--- src/hdl/rtc_pkg.sv ---
package rtc_pkg;

    // ------------------------------------------------------------
    // register map (byte addresses)
    // ------------------------------------------------------------
    localparam logic [7:0] ADDR_CTRL     = 8'h00;
    localparam logic [7:0] ADDR_STATUS   = 8'h04;
    localparam logic [7:0] ADDR_PRELOAD  = 8'h08;
    localparam logic [7:0] ADDR_COUNT    = 8'h0C;
    localparam logic [7:0] ADDR_ALARM    = 8'h10;
    localparam logic [7:0] ADDR_DIVREAD  = 8'h14;
    localparam logic [7:0] ADDR_BKP_BASE = 8'h20;
    localparam logic [7:0] ADDR_BKP_LAST = 8'h44;

    // ------------------------------------------------------------
    // control and status fields
    // ------------------------------------------------------------
    localparam int CTRL_RUN      = 0;
    localparam int CTRL_SRC_LO   = 1;
    localparam int CTRL_CAL_EN   = 3;
    localparam int CTRL_ALRM_IE  = 4;
    localparam int CTRL_TICK_IE  = 5;
    localparam int STAT_ALARM    = 0;
    localparam int STAT_TICK     = 1;

    // ------------------------------------------------------------
    // sizes and reset values
    // ------------------------------------------------------------
    localparam int PRE_W         = 20;
    localparam int CNT_W         = 32;
    localparam int BKP_W         = 16;
    localparam int BKP_N         = 10;
    localparam logic [19:0] PRELOAD_RST = 20'h07FFF;
    localparam logic [6:0]  FAST_DIV    = 7'h7F;
    localparam logic [5:0]  CAL_DIV     = 6'h3F;

    // clock source selection
    typedef enum logic [1:0] {
        SRC_LOW_EXT  = 2'h0,
        SRC_LOW_RC   = 2'h1,
        SRC_FAST_DIV = 2'h2
    } src_sel_t;

endpackage

--- src/hdl/rtc_core.sv ---
// Our own choices: register access over APB and the address map.
`timescale 1ns/1ps
// Overview of operation
// - ten 16-bit backup words, twenty bytes, kept across system reset
// - count clock picked from low ext, low rc, or fast osc over 128
// - counters keep running once started, no software restart needed
// - 32-bit loadable counter compared with alarm word; match raises alarm
// - 20-bit prescaler; reset reload makes one tick per second at 32768 Hz
// - two interrupt sources: alarm match and periodic tick
// - a 512 Hz calibration clock from the time base is driven out
module rtc_core
    import rtc_pkg::*;
(
    input  wire logic        i_clock,       // system clock, 50 MHz
    input  wire logic        i_rst,         // sync reset, active high
    input  wire logic        i_low_ext_clk, // 32.768 kHz external clock
    input  wire logic        i_low_rc_clk,  // internal low-power rc
    input  wire logic        i_fast_external_osc, // fast ext oscillator
    input  wire logic        psel,          // apb select
    input  wire logic        penable,       // apb enable
    input  wire logic        pwrite,        // apb direction
    input  wire logic [7:0]  paddr,         // apb byte address
    input  wire logic [31:0] pwdata,        // apb write data
    output logic      [31:0] prdata,        // apb read data
    output logic             pready,        // apb ready
    output logic             pslverr,       // apb error
    output logic             o_alarm_irq,   // alarm interrupt level
    output logic             o_tick_irq,    // periodic interrupt level
    output logic             o_cal_out      // 512 Hz calibration clock
);

    // ------------------------------------------------------------
    // pin synchronisers, three stages
    // ------------------------------------------------------------
    logic [2:0] sync_ext_r;
    logic [2:0] sync_rc_r;
    logic [2:0] sync_fast_r;
    logic       lvl_ext_r;
    logic       lvl_rc_r;
    logic       lvl_fast_r;

    always_ff @(posedge i_clock) begin
        if (i_rst) begin
            sync_ext_r  <= 3'h0;
            sync_rc_r   <= 3'h0;
            sync_fast_r <= 3'h0;
        end else begin
            sync_ext_r  <= {sync_ext_r[1:0], i_low_ext_clk};
            sync_rc_r   <= {sync_rc_r[1:0], i_low_rc_clk};
            sync_fast_r <= {sync_fast_r[1:0], i_fast_external_osc};
        end
    end

    // level follows once stages two and three agree
    always_ff @(posedge i_clock) begin
        if (i_rst) begin
            lvl_ext_r  <= 1'b0;
            lvl_rc_r   <= 1'b0;
            lvl_fast_r <= 1'b0;
        end else begin
            if (sync_ext_r[1] == sync_ext_r[2])
                lvl_ext_r <= sync_ext_r[2];
            if (sync_rc_r[1] == sync_rc_r[2])
                lvl_rc_r <= sync_rc_r[2];
            if (sync_fast_r[1] == sync_fast_r[2])
                lvl_fast_r <= sync_fast_r[2];
        end
    end

    function automatic logic rise(input logic now_v, input logic old_v);
        return now_v & ~old_v;
    endfunction

    logic old_ext_r;
    logic old_rc_r;
    logic old_fast_r;

    always_ff @(posedge i_clock) begin
        if (i_rst) begin
            old_ext_r  <= 1'b0;
            old_rc_r   <= 1'b0;
            old_fast_r <= 1'b0;
        end else begin
            old_ext_r  <= lvl_ext_r;
            old_rc_r   <= lvl_rc_r;
            old_fast_r <= lvl_fast_r;
        end
    end

    // ------------------------------------------------------------
    // registers
    // ------------------------------------------------------------
    logic [5:0]       ctrl_r;
    logic [1:0]       flag_r;
    logic [PRE_W-1:0] preload_r;
    logic [PRE_W-1:0] div_r;
    logic [CNT_W-1:0] count_r;
    logic [CNT_W-1:0] alarm_r;
    logic [BKP_W-1:0] bkp_r [BKP_N];
    logic [6:0]       fast_cnt_r;
    logic [5:0]       cal_cnt_r;
    logic             cal_r;

    src_sel_t src;
    assign src = src_sel_t'(ctrl_r[CTRL_SRC_LO +: 2]);

    // ------------------------------------------------------------
    // clock source pick
    // ------------------------------------------------------------
    logic fast_edge;
    logic src_edge;
    assign fast_edge = rise(lvl_fast_r, old_fast_r);

    // free-running divide by 128 of the fast pin
    always_ff @(posedge i_clock) begin
        if (i_rst)
            fast_cnt_r <= 7'h00;
        else if (fast_edge)
            fast_cnt_r <= fast_cnt_r + 7'h01;
    end

    always_comb begin
        case (src)
            SRC_LOW_EXT:  src_edge = rise(lvl_ext_r, old_ext_r);
            SRC_LOW_RC:   src_edge = rise(lvl_rc_r, old_rc_r);
            SRC_FAST_DIV: src_edge = fast_edge
                                     && fast_cnt_r == FAST_DIV;
            default:      src_edge = 1'b0;
        endcase
    end

    // ------------------------------------------------------------
    // apb decode
    // ------------------------------------------------------------
    logic       wr;
    logic       rd_hit;
    logic       is_bkp;
    logic [3:0] bkp_idx;

    assign pready  = 1'b1;
    assign is_bkp  = paddr >= ADDR_BKP_BASE && paddr <= ADDR_BKP_LAST
                     && paddr[1:0] == 2'h0;
    assign bkp_idx = 4'((paddr - ADDR_BKP_BASE) >> 2);
    assign rd_hit  = is_bkp || paddr == ADDR_CTRL || paddr == ADDR_STATUS
                     || paddr == ADDR_PRELOAD || paddr == ADDR_COUNT
                     || paddr == ADDR_ALARM || paddr == ADDR_DIVREAD;
    assign pslverr = psel && penable && !rd_hit;
    assign wr      = psel && penable && pwrite && rd_hit;

    function automatic logic wr_at(input logic [7:0] a);
        return wr && paddr == a;
    endfunction

    // ------------------------------------------------------------
    // time base
    // ------------------------------------------------------------
    logic tick;
    logic run;
    assign run  = ctrl_r[CTRL_RUN];
    assign tick = run && src_edge && div_r == '0;

    always_ff @(posedge i_clock) begin
        if (i_rst)
            ctrl_r <= 6'h00;
        else if (wr_at(ADDR_CTRL))
            ctrl_r <= pwdata[5:0];
    end

    always_ff @(posedge i_clock) begin
        if (i_rst)
            preload_r <= PRELOAD_RST;
        else if (wr_at(ADDR_PRELOAD))
            preload_r <= pwdata[PRE_W-1:0];
    end

    // divider reloads itself, never waits for software
    always_ff @(posedge i_clock) begin
        if (i_rst)
            div_r <= PRELOAD_RST;
        else if (wr_at(ADDR_PRELOAD))
            div_r <= pwdata[PRE_W-1:0];
        else if (run && src_edge) begin
            if (div_r == '0)
                div_r <= preload_r;
            else
                div_r <= div_r - 20'h00001;
        end
    end

    always_ff @(posedge i_clock) begin
        if (i_rst)
            count_r <= '0;
        else if (wr_at(ADDR_COUNT))
            count_r <= pwdata;
        else if (tick)
            count_r <= count_r + 32'h00000001;
    end

    always_ff @(posedge i_clock) begin
        if (i_rst)
            alarm_r <= '1;
        else if (wr_at(ADDR_ALARM))
            alarm_r <= pwdata;
    end

    // ------------------------------------------------------------
    // flags: write one to clear, a new event wins
    // ------------------------------------------------------------
    logic alarm_hit;
    // match against the value the count takes at this tick
    assign alarm_hit = tick && (count_r + 32'h00000001) == alarm_r;

    always_ff @(posedge i_clock) begin
        if (i_rst)
            flag_r <= 2'h0;
        else begin
            if (alarm_hit)
                flag_r[STAT_ALARM] <= 1'b1;
            else if (wr_at(ADDR_STATUS) && pwdata[STAT_ALARM])
                flag_r[STAT_ALARM] <= 1'b0;
            if (tick)
                flag_r[STAT_TICK] <= 1'b1;
            else if (wr_at(ADDR_STATUS) && pwdata[STAT_TICK])
                flag_r[STAT_TICK] <= 1'b0;
        end
    end

    // outputs follow the flags one cycle later
    always_ff @(posedge i_clock) begin
        if (i_rst)
            o_alarm_irq <= 1'b0;
        else
            o_alarm_irq <= flag_r[STAT_ALARM]
                           && ctrl_r[CTRL_ALRM_IE];
    end

    always_ff @(posedge i_clock) begin
        if (i_rst)
            o_tick_irq <= 1'b0;
        else
            o_tick_irq <= flag_r[STAT_TICK]
                          && ctrl_r[CTRL_TICK_IE];
    end

    // ------------------------------------------------------------
    // 512 Hz: toggle every 32 source edges (32768/64)
    // ------------------------------------------------------------
    // held at a clean phase while off, so enabling never
    // shortens the first half period on the pin
    always_ff @(posedge i_clock) begin
        if (i_rst) begin
            cal_cnt_r <= 6'h00;
            cal_r     <= 1'b0;
        end else if (!ctrl_r[CTRL_CAL_EN]) begin
            cal_cnt_r <= 6'h00;
            cal_r     <= 1'b0;
        end else if (run && src_edge) begin
            cal_cnt_r <= cal_cnt_r + 6'h01;
            if (cal_cnt_r[4:0] == CAL_DIV[4:0])
                cal_r <= ~cal_r;
        end
    end

    always_ff @(posedge i_clock) begin
        if (i_rst)
            o_cal_out <= 1'b0;
        else
            o_cal_out <= cal_r && ctrl_r[CTRL_CAL_EN];
    end

    // ------------------------------------------------------------
    // backup store, no reset: survives a system reset
    // ------------------------------------------------------------
    always_ff @(posedge i_clock) begin
        if (wr && is_bkp)
            bkp_r[bkp_idx] <= pwdata[BKP_W-1:0];
    end

    // ------------------------------------------------------------
    // read mux
    // ------------------------------------------------------------
    logic [31:0] rd_mux;

    always_comb begin
        rd_mux = 32'h00000000;
        if (is_bkp)
            rd_mux = {16'h0000, bkp_r[bkp_idx]};
        else begin
            case (paddr)
                ADDR_CTRL:    rd_mux = {26'h0, ctrl_r};
                ADDR_STATUS:  rd_mux = {30'h0, flag_r};
                ADDR_PRELOAD: rd_mux = {12'h0, preload_r};
                ADDR_COUNT:   rd_mux = count_r;
                ADDR_ALARM:   rd_mux = alarm_r;
                ADDR_DIVREAD: rd_mux = {12'h0, div_r};
                default:      rd_mux = 32'h00000000;
            endcase
        end
    end

    // taken at the end of setup, stands through the access phase
    always_ff @(posedge i_clock) begin
        if (i_rst)
            prdata <= 32'h00000000;
        else if (psel && !penable && !pwrite)
            prdata <= rd_mux;
    end

endmodule

--- config.mk ---
export PLATFORM = sky130hd
export DESIGN_NAME = rtc_core
export DESIGN_NICKNAME = d
export VERILOG_FILES = /design/src/hdl/rtc_pkg.sv /design/src/hdl/rtc_core.sv
export SDC_FILE = /design/constraint.sdc
export NUM_CORES = 1
export LEC_CHECK = 0
export ABC_AREA = 1
export ABC_CLOCK_PERIOD_IN_PS = 5900
export BUFFER_PORTS_ARGS = -buffer_cell sky130_fd_sc_hd__buf_4
export CORE_ASPECT_RATIO = 0.9
export CORE_MARGIN = 4
export CORE_UTILIZATION = 60
export DETAILED_ROUTE_END_ITERATION = 8
export PLACE_DENSITY = 0.78
export SLEW_MARGIN = 10
export SYNTH_ARGS = -nofsm -noshare
export SYNTH_HDL_FRONTEND = slang
export SYNTH_SLANG_ARGS = --single-unit
--- constraint.sdc ---
create_clock -name i_clock -period 5.9 [get_ports i_clock]
set_input_delay 1.77 -clock i_clock [delete_from_list [all_inputs] [get_ports i_clock]]
set_output_delay 1.77 -clock i_clock [all_outputs]
set_load 0.01 [all_outputs]
== Yosys cells after proc, flatten, opt, wreduce, memory -nomap -nowiden ==
Memory sizes are Yosys's and may differ from the RTL's.
Index checks and enable logic that the tools add are counted.
Cells by class
  bitwise operators: 8
  order comparisons: 2
  eq/ne operators: 13
  $add $sub $neg: 5
  reductions and logical operators: 42
  mux-type cells: 14
Operator list (count)
  $pmux 32 s6: 1
  $mux 32: 3
  $mux 20: 3
  $add 32x1->32 const B: 1
  $eq 32x32->1: 1
  $logic_and 1x1->1: 23
  $logic_not 20->1: 1
  $sub 20x1->20 const B: 1
  $eq 8x4->1 const B: 2
  $eq 8x5->1 const B: 2
  $eq 8x3->1 const B: 1
  $ge 8x6->1 const B: 1
  $le 8x7->1 const B: 1
  $logic_not 8->1: 1
  $reduce_bool 2->1: 4
  $add 7x1->7 const B: 1
  $eq 7x7->1 const B: 1
  $add 6x1->6 const B: 1
  $logic_or 1x1->1: 6
  $mux 1: 6
  $sub 6x6->6 const B: 1
  $eq 5x5->1 const B: 1
  $not 1->1: 5
  $logic_not 2->1: 2
  other kinds (8): 14
Storage, ports and cells
  bits of input ports: 48
  memory bits (writable): 160
  output and inout bits: 37
  register bits after elaboration: 176
  memories: 1
Memories
  bkp_r: words 10, width 16, rd ports 1, clocked after Yosys merged registers in 0, write ports 1, RTL line rtc_core.sv:99  | logic [BKP_W-1:0] bkp_r [BKP_N];

== Logic depth before layout (Yosys ltp) ==
Gate-level depths: netlist (run 1).
  depth after elaboration: 14
  gate-level depth with buffers: 18

== Worst setup path before layout (run 1) ==
OpenSTA, ideal clock, no wires.
  kind: input port to output port
  from: input port paddr[3]
  to: output port pslverr
  required time: 4.130 ns
  arrival time: 2.774 ns
  stages: 9
  slack: 1.356 ns
  cell sequence: buf_2 -> inv_1 -> nand2_2 -> nor2_4 -> nand2_2 -> inv_4 -> nor3_2 -> nand2_4 -> nor2_1
Between the ends
  word-level cells in the longest chain between the ends: 11
  elaborated cells on any way between the ends: 18
RTL lines
  from (decl): RTL line rtc_core.sv:22  | input wire logic [7:0] paddr,
  $ge 8x6->1 / $le 8x7->1 (equally long branches): RTL line rtc_core.sv:141  | assign is_bkp = paddr >= ADDR_BKP_BASE && paddr <= ADDR_BKP_LAST
  $logic_and 1x1->1: RTL line rtc_core.sv:141
  $logic_and 1x1->1: RTL line rtc_core.sv:142  | && paddr[1:0] == 2'h0;
  $logic_or 1x1->1 (2 in series): RTL line rtc_core.sv:144  | assign rd_hit = is_bkp || paddr == ADDR_CTRL || paddr == ADDR_STATUS
  $logic_or 1x1->1 (2 in series): RTL line rtc_core.sv:145  | || paddr == ADDR_PRELOAD || paddr == ADDR_COUNT
  $logic_or 1x1->1: RTL line rtc_core.sv:146  | || paddr == ADDR_ALARM || paddr == ADDR_DIVREAD;
  $logic_or 1x1->1 *: RTL line rtc_core.sv:146
  $logic_not 1->1 *: RTL line rtc_core.sv:147  | assign pslverr = psel && penable && !rd_hit;
  $logic_and 1x1->1 *: RTL line rtc_core.sv:147
  to (decl): RTL line rtc_core.sv:26  | output logic pslverr,
Mark *: on every way between the ends. The rest lies on a longest branch, timed or not.

== Worst setup path after layout (run 1) ==
Ends and elaborated chain as after synthesis.

==> summary.txt, run 1 <==
Synth
  – Main area contributors after synthesis: edfxtp_1 30%, dfxtp_1 22%, nand2_1 10%, nand3_1 4.4%, inv_1 4.3%
  – Synth area leader: edfxtp_1
  – Most common cell in the netlist: nand2_1
  – Top cells by count, synth: 440 x nand2_1, 182 x inv_1, 175 x dfxtp_1, 175 x nor2_1, 160 x edfxtp_1
  – Seq/Total Area, Yosys: 52.5%
  – Cell variety after synth: 57
  – Post-synth top area share: 30.4%
  – Post-Syn Area: 15800 µm²
  – #FFs+latches synth: 335
  – Syn avg cell area: 8.51 µm²
  – Syn. warnings: 0
  – Main synth FF type: dfxtp_1
  – Cells after synthesis: 1859
  – Post-synth EDFFs: 160
  – Syn_nets: 1913
  – Asr flop ratio synth: 0%

Setup path
  – Worst reg2reg path depth: 13
  – CP most frequent cell: buf_4
  – Critical R2R Capture: count_r[1]
  – Worst EP arrival: 3.79 ns
  – Crit path kind: input port to primary output
  – CP Capture Point: pslverr
  – Top Family by Delay on Critical Path: simple AND/OR/NAND/NOR gates
  – CP endpoint kind: primary output
  – Critical Path RT: 4.13 ns
  – CP Cell Sequence: buf_4 > nor2_4 > inv_2 > nor2_2 > nand2_1 > inv_1 > nor3_2 > nand2_4 > nor2_1 > buf_4
  – Worst setup SP type: input port
  – Launch point of the worst path: paddr[3]
  – Slowest cell on crit path: nor2_4
  – R2r setup slk: 2.35 ns
  – Worst r2r src: div_r[0]
  – Critical Path Max Stage Delay: 0.76 ns
  – Stages on worst setup path: 10
  – CP bufs+invs: 4
  – Crit Path Max Fanout: 36

Routing
  – Routed len/inst: 20.6 µm
  – Vias per Instance: 6.12
  – Total wire length: 47200 µm
  – Drc violations: 0
  – Post-Route M1 WL: 19300 µm
  – Pre-Repair DR Iteration Count: 6
  – Met3 wire length: 5560 µm
  – Top sig layer: met4
  – 1st-iter DRT viols: 2047
  – Antenna Violating Nets Remaining: 0
  – Met2 WL: 20500 µm
  – DR vias: 14000

Power and ir drop
  – Pleak: 7.12 nW
  – Tot Pwr: 4.81 mW
  – Power Density: 270 nW/µm²
  – VDD IR max: 0.233 mV

CTS
  – Cts hold-fix bufs: 0
  – CTS root buffer: clkbuf_16
  – CTS Sinks: 335
  – Clk Latency, worst-skew pair: 0.53 ns
  – Post-CTS resize count: 0
  – Clk buf depth: 3
  – Htree depth: 2
  – CTS buffer count: 35
  – Setup bufs post-CTS: 0
  – CTS tree: yes
  – Clk pin slew, worst setup/hold paths: 0.06 ns

Placed design
  – DP HPWL: 31500 µm
  – GPL Wtd Cong: 0.997
  – Placed cells: 2229
  – Buffers on Ports: 83

Die
  – Die area: 29000 µm²
  – Core ar.: 26000 µm²
  – Starting Density: 60.9%
  – Die Ht: 162 µm
  – # IOs: 85
  – Std cell rows: 56
  – Die X: 179 µm

Cells and area
  – Post-layout util: 68.5%
  – Fin cells: 2291
  – Layout cells sized above 1: 11.6%
  – Fillers: 2025
  – ANT cells: 0
  – Final layout net count: 1972
  – Layout area overhead: 12.6%

Timing
  – Slew Limit Headroom: 30.6%
  – F_max: 0.180 GHz
  – Final-report max-slew violation count: 0
  – Final-report hold violation count: 0
  – Tmin final: 5.56 ns
  – Clk_skew: 0.0117 ns
  – Setup TNS: 0 ns
  – Period utilization: 94.2%
  – RSZ-0062 raised after global routing: false
  – Tightest Pin Transition: 1.04 ns
  – Final hold slack: 0.407 ns
  – Final setup viols: 0

Global routing
  – Gr ovfl total: 0
  – Antenna violations before repair: 0
  – Vias in the first global route: 13200
  – Largest net degree at the start of global routing: 56
  – First-pass GRT wire length: 73100 µm
  – Global router's overall resource usage: 32.3%

Status
  – Outcome: finished, final reports clean

Job
  – Max Cap Viol: 0

Min path
  – Worst min path class: register to register
[cells in the final DEF, fill, tap and decap left out, types with 5 or more instances in the layout]
master,instances
nand2_1,440
inv_1,181
nor2_1,175
dfxtp_1,175
edfxtp_1,160
nand3_1,138
buf_4,107
o21ai_0,96
a21oi_1,58
o211ai_1,51
a31oi_1,47
clkbuf_16,35
o22ai_1,33
a22oi_1,32
o31ai_1,17
o211ai_2,15
nor3_1,14
xor2_1,13
o2111ai_1,11
clkbuf_1,11
inv_2,10
nor3_2,9
a221oi_1,9
nand4_1,8
nand2_2,6
clkinv_1,6
ha_1,6
nor2_2,5
clkinv_2,5
o21ai_1,5
a211oi_1,5
[power by group]
part / internal, mW / switching [mW] / leakage (nW) / total [mW]
sequential: 2.44 / 0.00416 / 2.85 / 2.44
clock: 1.25 / 0.918 / 0.545 / 2.16
combinational: 0.0557 / 0.144 / 3.72 / 0.200
total: 3.74 / 1.07 / 7.12 / 4.81
[worst min path at each step]
stage / startpoint / endpoint / slack, ns / cells after the start
CTS: sync_fast_r[0] / sync_fast_r[1] / 0.41 / 2
global route: sync_fast_r[0] / sync_fast_r[1] / 0.42 / 2
finish: sync_fast_r[0] / sync_fast_r[1] / 0.41 / 2
global placement: sync_fast_r[0] / sync_fast_r[1] / 0.39 / 2
floorplan: sync_ext_r[0] / sync_ext_r[1] / 0.39 / 2
detailed placement: sync_fast_r[0] / sync_fast_r[1] / 0.40 / 2
[worst min-delay path: stages, from the launching register on]
cell     delay (ns)
dfxtp_1        0.30
inv_1          0.04
nor2_1         0.03
[final cells by class]
type | count | area [µm²] | area share [%]
sequential | 335 | 8310 | 46.6
multi-input combinational | 1240 | 6380 | 35.8
clock buffer | 50 | 972 | 5.46
timing repair buffer | 107 | 803 | 4.51
inverter | 199 | 769 | 4.32
tap | 348 | 435 | 2.44
clock inverter | 12 | 146 | 0.822
[state kept, by name (all words and copies together), names as in the netlist]
signal and cells:
bkp_r 160, alarm_r 32, count_r 32, prdata 32, div_r 20, preload_r 20
fast_cnt_r 7, ctrl_r 6, cal_cnt_r 5, sync_ext_r 3, sync_fast_r 3, sync_rc_r 3
flag_r 2, cal_r 1, lvl_ext_r 1, lvl_fast_r 1, lvl_rc_r 1, o_alarm_irq 1
o_cal_out 1, o_tick_irq 1, old_ext_r 1, old_fast_r 1, old_rc_r 1
[kinds of logic (layout without fill, tap and decap cells)]
kind of cell | Yosys count | after routing | synth area share [%]
AND/OR/NAND/NOR | 819 | 819 | 21.9
XOR/XNOR | 19 | 19 | 1.33
adder cells (fa/ha/maj) | 6 | 6 | 0.474
AO/OA/AOI/OAI | 395 | 395 | 16.3
other | 1 | 1 | 0.0237
flip-flops | 335 | 335 | 52.5
buffers and inverters | 284 | 368 | 7.47
[metrics by stage]
stage / worst slack [ns] / cell area (µm²)
floorplan: 1.36 / 15800
global placement: 0.467 / 16700
detailed placement: 0.364 / 16700
CTS: 0.350 / 17800
global route: 0.244 / 17800
finish: 0.343 / 17800
[layer usage]
layer	global-route usage, %	vias to the layer above
li1	-	6492
met1	46.2	6523
met2	48.7	854
met3	7.03	144
met4	11.9	0
met5	0	-
Note: power is estimated with default switching activity, not from simulation.
==> run 2: changes to the inputs <==
--- a/config.mk
+++ b/config.mk
@@ -6,7 +6,7 @@
 export NUM_CORES = 1
 export LEC_CHECK = 0
 export ABC_AREA = 1
-export ABC_CLOCK_PERIOD_IN_PS = 5900
+export ABC_CLOCK_PERIOD_IN_PS = 6600
 export BUFFER_PORTS_ARGS = -buffer_cell sky130_fd_sc_hd__buf_4
 export CORE_ASPECT_RATIO = 0.9
 export CORE_MARGIN = 4
==> constraint.sdc (replaced) <==
create_clock -name i_clock -period 6.6 [get_ports i_clock]
set_input_delay 1.98 -clock i_clock [delete_from_list [all_inputs] [get_ports i_clock]]
set_output_delay 1.98 -clock i_clock [all_outputs]
set_load 0.01 [all_outputs]
==> summary.txt, run 2 (synthesis gave the netlist of run 1 again) <==
CTS
  – Clk pin slew, worst setup/hold paths: 0.06 ns
  – Cts hold-fix bufs: 0
  – CTS buffer count: 35
  – CTS root buffer: clkbuf_16
  – Clk Latency, worst-skew pair: 0.53 ns
  – Htree depth: 2
  – CTS tree: yes
  – Clk buf depth: 3
  – Post-CTS resize count: 0
  – CTS Sinks: 335
  – Setup bufs post-CTS: 0

Die
  – Core ar.: 26000 µm²
  – Std cell rows: 56
  – Die area: 29000 µm²
  – # IOs: 85
  – Die X: 179 µm
  – Die Ht: 162 µm
  – Starting Density: 60.9%

Cells and area
  – Most common cell after layout, fill and taps aside: nand2_1
  – Layout area overhead: 12.8%
  – Most frequent cells in the layout: 440 x nand2_1, 181 x inv_1, 175 x nor2_1, 175 x dfxtp_1, 160 x edfxtp_1
  – Layout cells sized above 1: 12.1%
  – Fillers: 2141
  – Register area: 8310 µm²
  – ANT cells: 0
  – Post-Layout Inst Area: 17800 µm²
  – Max reg flops: 160
  – Fin cells: 2295
  – Final layout net count: 1974
  – Area occupied by multi-input gates: 6380 µm²
  – Largest Register: bkp_r

Setup path
  – Critical Path RT: 4.62 ns
  – Slowest cell on crit path: buf_4
  – Critical Path Max Stage Delay: 0.35 ns
  – Worst EP arrival: 3.60 ns
  – Worst setup SP type: input port
  – CP bufs+invs: 4
  – CP endpoint kind: primary output
  – CP Cell Sequence: buf_4 > inv_1 > nand2_2 > nor2_4 > nand2_2 > inv_4 > nor3_2 > nand2_4 > nor2_1 > buf_4
  – Top Family by Delay on Critical Path: simple AND/OR/NAND/NOR gates
  – Crit path kind: input port to primary output
  – Crit Path Max Fanout: 36

Power and ir drop
  – VDD IR max: 0.224 mV
  – Pleak: 7.14 nW
  – Power Density: 240 nW/µm²
  – Tot Pwr: 4.28 mW

Timing
  – Clk_skew: 0.0189 ns
  – Final setup viols: 0
  – Slew Limit Headroom: 30.6%
  – RSZ-0062 raised after global routing: false
  – Setup TNS: 0 ns
  – Period utilization: 84.6%
  – Tmin final: 5.58 ns
  – F_max: 0.179 GHz
  – Final-report hold violation count: 0
  – Tightest Pin Transition: 1.04 ns
  – Final-report max-slew violation count: 0

Placed design
  – Buffers on Ports: 83
  – Placed cell area: 16700 µm²
  – Placed cells: 2231
  – DP HPWL: 32100 µm
  – GPL Wtd Cong: 0.966

Routing
  – Antenna Violating Nets Remaining: 0
  – Routed len/inst: 20.5 µm
  – DR vias: 13900
  – Pre-Repair DR Iteration Count: 6
  – 1st-iter DRT viols: 2059
  – Vias per Instance: 6.07
  – Drc violations: 0
  – Total wire length: 46900 µm

Global routing
  – Vias in the first global route: 13000
  – Global router's overall resource usage: 32.2%
  – Gr ovfl total: 0
  – Antenna violations before repair: 0
  – Largest net degree at the start of global routing: 65
  – First-pass GRT wire length: 72700 µm

Min path
  – Worst min path class: register to register

Status
  – Outcome: finished, final reports clean

Job
  – Max Cap Viol: 0
## run 2: cell types whose count changed in the layout (fill, tap and decap cells not counted), moves of 2 or more
cell,delta
clkbuf_8,+3
bufinv_16,-2
clkbuf_1,-4
clkinv_2,+2
inv_6,+2
## run 2: worst min-delay path, cell delays in order, from the launching register on
cell     delay (ns)
dfxtp_1        0.30
inv_1          0.04
nor2_1         0.03
## run 2: layer usage
layer / GRT usage (%) / up-vias / wire length, µm
met5: 0 / - / 0
met4: 10.4 / 0 / 1630
met3: 8.03 / 113 / 5870
met2: 47.8 / 797 / 19900
met1: 46.7 / 6523 / 19500
li1: - / 6504 / -
## run 2: path summary, 6_finish.rpt
path	startpoint	end	slack, ns	cells after the start
worst max-delay path	paddr[3]	pslverr	1.02	10
worst min-delay path	sync_fast_r[0]	sync_fast_r[1]	0.40	2
worst max register to register	div_r[0]	count_r[27]	2.96	13
worst min register to register	sync_fast_r[0]	sync_fast_r[1]	0.40	2
## run 2: cell type report
type / instances / area share (%)
Clock buffer: 50 / 5.74
Tap cell: 348 / 2.44
Timing Repair Buffer: 109 / 4.66
Multi-Input combinational cell: 1240 / 35.8
Clock inverter: 14 / 0.540
Sequential cell: 335 / 46.6
Inverter: 199 / 4.31
## run 2: through the flow
stage | hold slack (ns) | setup WS, ns | util (%)
after floorplan | 0.388 | 1.64 | -
after global placement | 0.391 | 1.10 | 64.3
after detailed placement | 0.395 | 1.08 | 64.3
after CTS | 0.403 | 1.03 | 68.7
after global routing | 0.424 | 0.892 | 68.7
final | 0.401 | 1.02 | 68.7
## run 2: report_power, final
group	leakage, nW	internal [mW]	switching [mW]	total, mW
logic	3.74	0.0494	0.129	0.179
registers	2.85	2.18	0.00358	2.18
clock network	0.554	1.09	0.830	1.92
total	7.14	3.32	0.963	4.28
